===== config.mk =====
export PLATFORM = sky130hd
export DESIGN_NAME = hub_strap_capture_status_pins
export DESIGN_NICKNAME = d
export VERILOG_FILES = /design/src/hscsp_pkg.sv /design/src/hscsp_sync.sv /design/src/hub_strap_capture_status_pins.sv
export SDC_FILE = /design/constraint.sdc
export NUM_CORES = 1
export LEC_CHECK = 0
export ABC_AREA = 1
export BUFFER_PORTS_ARGS = -buffer_cell sky130_fd_sc_hd__buf_2
export CAP_MARGIN = 20
export CELL_PAD_IN_SITES_DETAIL_PLACEMENT = 1
export CELL_PAD_IN_SITES_GLOBAL_PLACEMENT = 1
export CORE_ASPECT_RATIO = 1.4
export CORE_MARGIN = 8
export CORE_UTILIZATION = 37
export DETAILED_ROUTE_END_ITERATION = 12
export GPL_TIMING_DRIVEN = 0
export PLACE_DENSITY_LB_ADDON = 0.05
export SLEW_MARGIN = 20
export SYNTH_ARGS = -nofsm -noshare
export SYNTH_HDL_FRONTEND = slang
export SYNTH_SLANG_ARGS = --single-unit
export TNS_END_PERCENT = 20

===== constraint.sdc =====
create_clock -name clk -period 1.48 [get_ports clk]
set_clock_uncertainty 0.2 [all_clocks]
set_input_delay 0 -clock clk [delete_from_list [all_inputs] [get_ports clk]]
set_output_delay 0 -clock clk [all_outputs]
set_load 0.05 [all_outputs]

===== src/hscsp_pkg.sv =====
// package of constants for the hub strap capture and status pins block
package hscsp_pkg;
    localparam int NUM_PORTS = 2;
    localparam int ADDR_WIDTH = 7;
    // target address strap bit positions, and the fixed bit 3 with its value
    localparam int ADDR_BIT1_POS = 1;
    localparam int ADDR_BIT2_POS = 2;
    localparam int ADDR_BIT3_POS = 3;
    localparam logic ADDR_BIT3_VALUE = 1'b1;
    // low address bits not set by straps; value is arbitrary
    localparam logic [6:0] ADDR_BASE = 7'h40;
    // strap reset values of the latches
    localparam logic BUS_MODE_RESET = 1'b1;
    localparam logic POLARITY_RESET = 1'b0;
    localparam logic GANG_RESET = 1'b0;
    localparam logic SWITCH_RESET = 1'b1;
    localparam logic TEST_RESET = 1'b0;
    // strap encodings
    localparam logic BUS_MODE_SMBUS = 1'b0;
    localparam logic POLARITY_ACTIVE_LOW = 1'b1;
    localparam logic GANG_GANGED = 1'b1;
    localparam logic SWITCH_SUPPORTED = 1'b0;
    // pin direction: enable low drives the pin
    localparam logic OE_DRIVE = 1'b0;
    localparam logic OE_RELEASE = 1'b1;
    typedef enum logic [2:0] {
        HSCSP_RESET = 3'h1,
        HSCSP_SAMPLE = 3'h2,
        HSCSP_RUN = 3'h4
    } hscsp_phase_type;
endpackage


===== src/hscsp_sync.sv =====
// two flip-flop synchroniser bank for pin inputs
`timescale 1ns/1ns
module hscsp_sync #(
    parameter int WIDTH = 1
) (
    input wire logic clk,
    input wire logic sys_rst,
    input wire logic [WIDTH-1:0] asyncIn,
    output logic [WIDTH-1:0] syncOut
);
    logic [WIDTH-1:0] stage1_reg;

    // first stage feeds only the second stage
    always_ff @(posedge clk) begin
        if (sys_rst) begin
            stage1_reg <= '0;
            syncOut <= '0;
        end else begin
            stage1_reg <= asyncIn;
            syncOut <= stage1_reg;
        end
    end
endmodule


===== src/hub_strap_capture_status_pins.sv =====
// strap capture at reset release and link status outputs on the shared pins
//
// What this block does
// - at reset release, bus-mode strap 0 selects SMBus target, 1 selects I2C master.
// - after reset, bus-mode pin drives port 2 SuperSpeed status.
// - at reset release, polarity strap 0 means power outputs active high, 1 low.
// - after reset, polarity pin drives port 1 SuperSpeed status.
// - gang strap 0 picks per-port power control, 1 ganged, when switching enabled.
// - power-switching strap 0 enables downstream power switching, 1 disables it.
// - with switching, each port powered through its power and charging outputs.
// - in SMBus mode address bit 2 is gang strap, bit 1 switching strap.
// - target address bit 3 is 1 in both bus modes once straps are valid; it reads 0 before that.
// - after reset, gang pin drives upstream high-speed status.
// - after reset, switching pin drives upstream SuperSpeed status.
// - test input high at reset enters factory test mode.
// - in ganged mode an overcurrent is reported as a hub event.
// - serial clock acts as SMBus target clock for 0, I2C clock for 1.
`timescale 1ns/1ns
module hub_strap_capture_status_pins
    import hscsp_pkg::*;
#(
    parameter int NUM_DOWN = hscsp_pkg::NUM_PORTS
) (
    input wire logic clk,
    input wire logic sys_rst,
    // shared strap/status pins: input, output, output enable (low drives)
    input wire logic busModePinIn,
    output logic busModePinOut,
    output logic busModePinOe,
    input wire logic polarityPinIn,
    output logic polarityPinOut,
    output logic polarityPinOe,
    input wire logic gangPinIn,
    output logic gangPinOut,
    output logic gangPinOe,
    input wire logic switchPinIn,
    output logic switchPinOut,
    output logic switchPinOe,
    input wire logic testPinIn,
    // link state from the hub core, same clock
    input wire logic [NUM_DOWN-1:0] portSuperSpeed,
    input wire logic upstreamHighSpeed,
    input wire logic upstreamSuperSpeed,
    // power requests from the hub core and overcurrent pins
    input wire logic [NUM_DOWN-1:0] portPowerRequest,
    input wire logic [NUM_DOWN-1:0] portChargeRequest,
    input wire logic [NUM_DOWN-1:0] portOvercurrentInN,
    // serial clock pin seen by the serial engines
    input wire logic serialClockIn,
    // outputs
    output logic [NUM_DOWN-1:0] portPowerControlOut,
    output logic [NUM_DOWN-1:0] chargingEnableOut,
    output logic [NUM_DOWN-1:0] portOvercurrentEvent,
    output logic hubOvercurrentEvent,
    output logic smbusTargetMode,
    output logic i2cMasterMode,
    output logic smbusTargetClock,
    output logic i2cMemoryClock,
    output logic [hscsp_pkg::ADDR_WIDTH-1:0] targetAddress,
    output logic gangedMode,
    output logic powerSwitchingOn,
    output logic factoryTestMode,
    output logic strapsValid
);
    import hscsp_pkg::*;

    ////////////////////////////////////////////////////////////////////////
    // synchronise pin inputs
    localparam int SYNC_W = 6 + NUM_DOWN;
    logic [SYNC_W-1:0] syncIn;
    logic busModeSync, polaritySync, gangSync, switchSync, testSync, serialClockSync;
    logic [NUM_DOWN-1:0] overcurrentSyncN;

    hscsp_sync #(.WIDTH(SYNC_W)) u_sync (
        .clk(clk),
        .sys_rst(sys_rst),
        .asyncIn({portOvercurrentInN, serialClockIn, testPinIn,
                  switchPinIn, gangPinIn, polarityPinIn, busModePinIn}),
        .syncOut(syncIn)
    );
    assign busModeSync = syncIn[0];
    assign polaritySync = syncIn[1];
    assign gangSync = syncIn[2];
    assign switchSync = syncIn[3];
    assign testSync = syncIn[4];
    assign serialClockSync = syncIn[5];
    assign overcurrentSyncN = syncIn[SYNC_W-1 -: NUM_DOWN];

    ////////////////////////////////////////////////////////////////////////
    // phase: reset, then sample once the synchronisers carry real pin values
    hscsp_phase_type phase_reg, phase_next;
    logic [1:0] settle_reg;
    logic settleDone;
    assign settleDone = (settle_reg == 2'h2);

    always_comb begin
        phase_next = phase_reg;
        unique case (phase_reg)
            HSCSP_RESET: begin
                if (settleDone) begin
                    phase_next = HSCSP_SAMPLE;
                end
            end
            HSCSP_SAMPLE: phase_next = HSCSP_RUN;
            HSCSP_RUN: phase_next = HSCSP_RUN;
            default: phase_next = HSCSP_RESET;
        endcase
    end

    // pins stay released while the straps settle through the synchroniser
    always_ff @(posedge clk) begin
        if (sys_rst) begin
            phase_reg <= HSCSP_RESET;
            settle_reg <= 2'h0;
        end else begin
            phase_reg <= phase_next;
            if (!settleDone) begin
                settle_reg <= settle_reg + 2'h1;
            end
        end
    end

    ////////////////////////////////////////////////////////////////////////
    // strap latches, loaded once in the sample phase
    logic busMode_reg, polarity_reg, gang_reg, switch_reg, test_reg;
    logic doSample;
    assign doSample = (phase_reg == HSCSP_SAMPLE);

    always_ff @(posedge clk) begin
        if (sys_rst) begin
            busMode_reg <= BUS_MODE_RESET;
            polarity_reg <= POLARITY_RESET;
            gang_reg <= GANG_RESET;
            switch_reg <= SWITCH_RESET;
            test_reg <= TEST_RESET;
        end else if (doSample) begin
            busMode_reg <= busModeSync;
            polarity_reg <= polaritySync;
            gang_reg <= gangSync;
            switch_reg <= switchSync;
            test_reg <= testSync;
        end
    end

    ////////////////////////////////////////////////////////////////////////
    // decoded modes
    logic isSmbus, isGanged, isSwitching, running;
    logic [ADDR_WIDTH-1:0] addrNext;
    assign isSmbus = (busMode_reg == BUS_MODE_SMBUS);
    assign isSwitching = (switch_reg == SWITCH_SUPPORTED);
    assign isGanged = isSwitching && (gang_reg == GANG_GANGED);
    assign running = (phase_reg == HSCSP_RUN);

    // address straps only mean anything in SMBus mode; otherwise use the base; bit 3 is set in both modes
    always_comb begin
        addrNext = ADDR_BASE;
        if (isSmbus) begin
            addrNext[ADDR_BIT2_POS] = gang_reg;
            addrNext[ADDR_BIT1_POS] = switch_reg;
        end
        addrNext[ADDR_BIT3_POS] = ADDR_BIT3_VALUE;
    end

    // power: ganged ports follow any request; polarity flips the pin level
    logic anyPower, anyCharge, anyOvercurrent;
    logic [NUM_DOWN-1:0] powerLevel, chargeLevel, overcurrent;
    assign anyPower = |portPowerRequest;
    assign anyCharge = |portChargeRequest;
    assign overcurrent = ~overcurrentSyncN;
    assign anyOvercurrent = |overcurrent;
    assign powerLevel = !isSwitching ? '0 : (isGanged ? {NUM_DOWN{anyPower}} : portPowerRequest);
    assign chargeLevel = !isSwitching ? '0 : (isGanged ? {NUM_DOWN{anyCharge}} : portChargeRequest);

    ////////////////////////////////////////////////////////////////////////
    // registered outputs
    always_ff @(posedge clk) begin
        if (sys_rst) begin
            busModePinOut <= 1'b0;
            polarityPinOut <= 1'b0;
            gangPinOut <= 1'b0;
            switchPinOut <= 1'b0;
            busModePinOe <= OE_RELEASE;
            polarityPinOe <= OE_RELEASE;
            gangPinOe <= OE_RELEASE;
            switchPinOe <= OE_RELEASE;
            portPowerControlOut <= '0;
            chargingEnableOut <= '0;
            portOvercurrentEvent <= '0;
            hubOvercurrentEvent <= 1'b0;
            smbusTargetMode <= 1'b0;
            i2cMasterMode <= 1'b0;
            smbusTargetClock <= 1'b0;
            i2cMemoryClock <= 1'b0;
            targetAddress <= '0;
            gangedMode <= 1'b0;
            powerSwitchingOn <= 1'b0;
            factoryTestMode <= 1'b0;
            strapsValid <= 1'b0;
        end else if (running) begin
            busModePinOut <= portSuperSpeed[1];
            polarityPinOut <= portSuperSpeed[0];
            gangPinOut <= upstreamHighSpeed;
            switchPinOut <= upstreamSuperSpeed;
            busModePinOe <= OE_DRIVE;
            polarityPinOe <= OE_DRIVE;
            gangPinOe <= OE_DRIVE;
            switchPinOe <= OE_DRIVE;
            // off level is the inactive polarity, so an unpowered port stays off
            portPowerControlOut <= (polarity_reg == POLARITY_ACTIVE_LOW) ? ~powerLevel : powerLevel;
            chargingEnableOut <= chargeLevel;
            portOvercurrentEvent <= isGanged ? '0 : overcurrent;
            hubOvercurrentEvent <= isGanged && anyOvercurrent;
            smbusTargetMode <= isSmbus;
            i2cMasterMode <= !isSmbus;
            smbusTargetClock <= isSmbus ? serialClockSync : 1'b0;
            i2cMemoryClock <= isSmbus ? 1'b0 : serialClockSync;
            targetAddress <= addrNext;
            gangedMode <= isGanged;
            powerSwitchingOn <= isSwitching;
            factoryTestMode <= test_reg;
            strapsValid <= 1'b1;
        end
    end

    ////////////////////////////////////////////////////////////////////////
    // checks
    property p_bit3;
        @(posedge clk) disable iff (sys_rst) strapsValid |-> targetAddress[ADDR_BIT3_POS] == 1'b1;
    endproperty
    a_bit3: assert property (p_bit3) else $error("address bit 3 not one");

    property p_mode;
        @(posedge clk) disable iff (sys_rst)
            strapsValid |-> smbusTargetMode == (busMode_reg == BUS_MODE_SMBUS) && i2cMasterMode != smbusTargetMode;
    endproperty
    a_mode: assert property (p_mode) else $error("bus mode decode wrong");

    property p_ss2;
        @(posedge clk) disable iff (sys_rst)
            running |=> busModePinOut == $past(portSuperSpeed[1]) && busModePinOe == OE_DRIVE;
    endproperty
    a_ss2: assert property (p_ss2) else $error("port 2 status pin wrong");

    property p_ss1;
        @(posedge clk) disable iff (sys_rst) running |=> polarityPinOut == $past(portSuperSpeed[0]);
    endproperty
    a_ss1: assert property (p_ss1) else $error("port 1 status pin wrong");

    property p_hs;
        @(posedge clk) disable iff (sys_rst)
            running |=> gangPinOut == $past(upstreamHighSpeed) && switchPinOut == $past(upstreamSuperSpeed);
    endproperty
    a_hs: assert property (p_hs) else $error("upstream status pins wrong");

    property p_hold;
        @(posedge clk) disable iff (sys_rst)
            running && $past(running) |-> $stable(busMode_reg) && $stable(gang_reg) && $stable(switch_reg);
    endproperty
    a_hold: assert property (p_hold) else $error("strap latch changed after sampling");

    property p_addr;
        @(posedge clk) disable iff (sys_rst)
            strapsValid && smbusTargetMode |-> targetAddress[ADDR_BIT2_POS] == gang_reg
                && targetAddress[ADDR_BIT1_POS] == switch_reg;
    endproperty
    a_addr: assert property (p_addr) else $error("address strap bits wrong");

    property p_gang_oc;
        @(posedge clk) disable iff (sys_rst) strapsValid && gangedMode |-> portOvercurrentEvent == '0;
    endproperty
    a_gang_oc: assert property (p_gang_oc) else $error("port event in ganged mode");

    property p_nosw;
        @(posedge clk) disable iff (sys_rst)
            strapsValid && !powerSwitchingOn |-> chargingEnableOut == '0 && !gangedMode;
    endproperty
    a_nosw: assert property (p_nosw) else $error("power driven without switching");

    property p_sample;
        @(posedge clk) disable iff (sys_rst)
            doSample |=> busMode_reg == $past(busModeSync) && test_reg == $past(testSync);
    endproperty
    a_sample: assert property (p_sample) else $error("strap not captured");
endmodule


== Word-level counts from Yosys, hierarchy flattened ==
Cells that the tools add are included.
Storage, ports and cells
  input port bits: 18
  latch bits: 0
  output and inout bits: 30
  memory bits (writable): 0
  memories kept: 0
  memory bits (read-only): 0
  word-level logic and storage cells: 54
  bits in registers: 49
Operators by class
  bitwise operators: 4
  multiplexer cells: 11
  divide/modulo/power cells: 0
  equal/unequal tests: 5
  order comparisons: 0
  shifts and indexed selects: 0
  $add $sub $neg: 1
  reductions and logical operators: 6
  multiply operators: 0
Operators by type and width (count)
  2-bit 2-to-1 mux: 7
  2-bit OR reduction: 4
  3-bit one-hot mux with 2 select lines: 1
  2-bit NOT: 2
  3-bit by 1-bit equality test with 1-bit output (second input constant): 1
  3-bit by 2-bit equality test with 1-bit output (second input constant): 1
  3-bit equality test (second input constant): 1
  3-bit 2-to-1 mux: 1
  2-bit by 1-bit adder with 2-bit output (second input constant): 1
  2-bit equality test (second input constant): 1
  1-bit logical AND: 2
  1-bit 2-to-1 mux: 2
  2-bit != test (second input constant): 1
  1-bit NOT: 2

== Longest topological paths before layout ==
  depth in word-level cells: 6
  mapped depth: 7
  gate-level depth less buffers: 7

== Hierarchy ==
From an unflattened synthesis, not the netlist that was laid out.
Second synthesis, totals
  cell total of the unflattened synthesis: 217
  area, all modules: 1811.7 um2
By module, submodules not included
  hub_strap_capture_status_pins: times used 1, sequential area each 640.6 um2, area each 1337.5 um2, cells an instance 167
  hscsp_sync: times used 1, sequential area each 320.3 um2, area each 474.2 um2, cells an instance 50

== Worst setup path after synthesis ==
OpenSTA, ideal clock, no wires.
  path kind: reg2reg
  start point: register phase_reg[0]
  end point: register portOvercurrentEvent[0]
  stages on the path, launching flop included: 8
  data required time: 1162 ps
  buffers on the path: 1
  setup slack: 316 ps
  arrival time: 847 ps
  clock period less this slack: 1164 ps
  setup time: 118 ps
  path through: dfxtp_1 > inv_1 > nand3_2 > buf_6 > nor2_4 > nand2_1 > nand2_1 > nor2_1
On the way
  longest elaborated chain between the ends: 1
RTL lines
  from (decl): RTL line hub_strap_capture_status_pins.sv:91  | hscsp_phase_type phase_reg, phase_next;
  from (signal assigned): RTL line hub_strap_capture_status_pins.sv:116  | phase_reg <= phase_next;
  3-bit equality test: RTL line hub_strap_capture_status_pins.sv:152  | assign running = (phase_reg == HSCSP_RUN);
  to (signal assigned): RTL line hub_strap_capture_status_pins.sv:211  | portOvercurrentEvent <= isGanged ? '0 : overcurrent;
  to (decl): RTL line hub_strap_capture_status_pins.sv:53  | output logic [NUM_DOWN-1:0] portOvercurrentEvent,
Every way passes these cells.
A chain may end at the register's enable or synchronous reset.

== Worst setup path in the final report ==
  start point: register phase_reg[0]
  end point: register portOvercurrentEvent[1]
The elaborated chain is that of the path after synthesis.

==> results.sh <==
export IMPL_syn_inst=218
export IMPL_io_buffers=43
export IMPL_required_ns=1.48
export IMPL_r2r_setup_slack_ns=0.12
export IMPL_path_clk_slew_ns=0.08
export IMPL_cp_max_fo=10
export IMPL_io_pins=48
export IMPL_setup_viol=0
export IMPL_r2r_start="phase_reg[0]"
export IMPL_design_final_nets=309
export IMPL_status="completed"
export IMPL_gp_congestion=0.717
export IMPL_fp_coreArea_um2=4570
export IMPL_synth_warnings=0
export IMPL_final_max_slew_violation_count=0
export IMPL_syn_avg_cell_area_um2=8.07
export IMPL_clkSinkCount=48
export IMPL_max_cap_violations=0
export IMPL_max_slew_margin_rel=0.654
export IMPL_num_antenna_cells=0
export IMPL_p_switching_uw=596
export IMPL_synthXorXnorAreaFrac=0
export IMPL_worstHoldPathCells=3
export IMPL_grt_remaining_overflow=0
export IMPL_whs_ns=0.00366
export IMPL_post_dp_cell_area_um2=2060
export IMPL_synth_edff_count=0
export IMPL_synth_seq_cells=48
export IMPL_dr_pass1_iters=4
export IMPL_antenna_left=0
export IMPL_synth_simple_gate_area_frac=0.203
export IMPL_async_flop_share=0
export IMPL_die_x_um=74.3
export IMPL_yosys_area_share_adder=0.00711
export IMPL_finalCriticalPeriod_ns=1.36
export IMPL_grt_pass1_wl_mm=7.11
export IMPL_htreeDepth=2
export IMPL_fmax_mhz=737
export IMPL_final_common_cell="dfxtp_1"
export IMPL_fin_crit_sh=0.916
export IMPL_reg2reg_to="portOvercurrentEvent[1]"
export IMPL_dp_hpwl_mm=2.98
export IMPL_cp_start_kind="flop"
export IMPL_power_uw=2420
export IMPL_synth_compound_area_frac=0.0960
export IMPL_worstSkewPairLatency_ns=0.31
export IMPL_p_int_uw=1830
export IMPL_cellLeakagePower_uw=0.00112
export IMPL_die_height_um=97.6
export IMPL_ff2ff_path_depth=7
export IMPL_netlist_cell_type_count=21
export IMPL_avgRoutedWirePerCell_um=12.1
export IMPL_power_frac_comb=0.093
export IMPL_hold_end="u_sync.syncOut[4]"
export IMPL_wirelength_mm=4.26
export IMPL_switching_share=0.246
export IMPL_clockBufferDepth=2
export IMPL_synth_flop_cell="dfxtp_1"
export IMPL_seqPwrFrac=0.567
export IMPL_numCtsBuffers=5
export IMPL_hold_violations=0
export IMPL_routed_via_density=4.35
export IMPL_routed_via_count=1537
export IMPL_drive_above_1_share=0.251
export IMPL_finalSetupTns_ns=0
export IMPL_clockRootBuffer="clkbuf_8"
export IMPL_fin_area_um2=2360
export IMPL_final_cell_mix="dfxtp_1, buf_2, nor2_1"
export IMPL_cellPowerDensity_nw_per_um2=1030
export IMPL_gr_usage_all_layers=0.126
export IMPL_min_from="sys_rst"
export IMPL_yosys_mux_area_fraction=0
export IMPL_grt_pass1_vias=1577
export IMPL_antenna_found_initial=0
export IMPL_drc=0
export IMPL_cp_arrival_ns=1.36
export IMPL_synth_top_family_by_area="simple AND/OR/NAND/NOR gates"
export IMPL_cp_end_kind="flop"
export IMPL_area_growth_pct=34.3
export IMPL_cts_tree="built"
export IMPL_min_path_type="primary input to flop"
export IMPL_drt_iter0_drc=46
export IMPL_p_clk_frac=0.340
export IMPL_synth_area_um2=1760
export IMPL_rsz0062_at_grt="false"
export IMPL_utilization=0.517
export IMPL_worst_pin_slew_ns=0.519
export IMPL_die_area_um2=7250
export IMPL_start_util=0.385
export IMPL_rows=29
export IMPL_peakVddDrop_uv=552
export IMPL_crit_type="flop to flop"
export IMPL_grt_max_degree=16
export IMPL_ys_seq_area_frac=0.546
cells in the mapped netlist, types with 2 or more instances:
cell,count,area (µm²)
o21ai_0,15,75.1
nand4_1,2,12.5
dfxtp_1,48,961
buf_4,8,60.1
nand3_1,9,45.0
buf_2,3,15.0
inv_1,33,124
nor2_1,36,135
nand2_1,32,120
clkbuf_1,2,7.51
buf_6,2,22.5
inv_2,2,7.51
a21oi_1,17,85.1
nor2_4,2,22.5
through the flow:
stage | worst slack, ns | instances
after global routing | 0.00496 | 353
after floorplan | 0.316 | 220
after CTS | 0.131 | 353
after detailed placement | 0.142 | 325
final | 0.124 | 353
after global placement | 0.139 | 325
worst max-delay path, cell delays in order, from the launching register on:
cell and delay [ns]:
dfxtp_1 0.32, inv_1 0.09, nand3_2 0.09, buf_6 0.17, nor2_4 0.12, nand2_1 0.10, nand2_1 0.11, nor2_1 0.05
power by group through the flow:
stage | clock network [µW] | registers (µW) | logic (µW)
2_1_floorplan | 0 | 1400 | 132
5_1_grt | 896 | 1380 | 257
6_report | 823 | 1370 | 226
4_1_cts | 848 | 1370 | 226
3_3_place_gp | 0 | 1400 | 177
3_5_place_dp | 0 | 1400 | 183
logic make-up after synthesis:
group | after synthesis
flops | 48
buf+inv | 51
compound gates | 33
simple gates | 84
other cells | 1
fa+ha+maj | 1
how the worst max path moves through the flow:
stage,start,cells past startpoint,endpoint
6_report,phase_reg[0],7,portOvercurrentEvent[1]
5_1_grt,phase_reg[0],7,portOvercurrentEvent[1]
4_1_cts,phase_reg[0],7,portOvercurrentEvent[1]
3_5_place_dp,phase_reg[2],5,switch_reg
3_3_place_gp,phase_reg[2],5,switch_reg
2_1_floorplan,phase_reg[0],7,portOvercurrentEvent[0]
repair_timing:
action,in CTS,in global routing
hold buffers,20,0
resized for setup,0,1
endpoints found under the hold margin,30,0
setup buffers,0,0
endpoints found under the setup margin,0,1
layout make-up:
class                   instances  area (µm²)
plain buffers                  16         125
clock buffers                   6        82.6
clock inverters                 2        15.0
fillers                       587        2210
inverters                      35         131
multi-input cells             121         554
flip-flops and latches         48         961
well taps                      62        77.6
repair buffers                 63         415
layer usage:
metal / share of wire / global-route usage / wire length, µm / vias to the layer above
met5: 0 / 0 / 0 / -
met4: 0.018 / 0.0500 / 76 / 0
met3: 0.059 / 0.0434 / 252 / 7
met2: 0.51 / 0.224 / 2180 / 30
met1: 0.41 / 0.127 / 1750 / 704
li1: - / - / - / 796
Note: power is estimated with default switching activity, not from simulation.
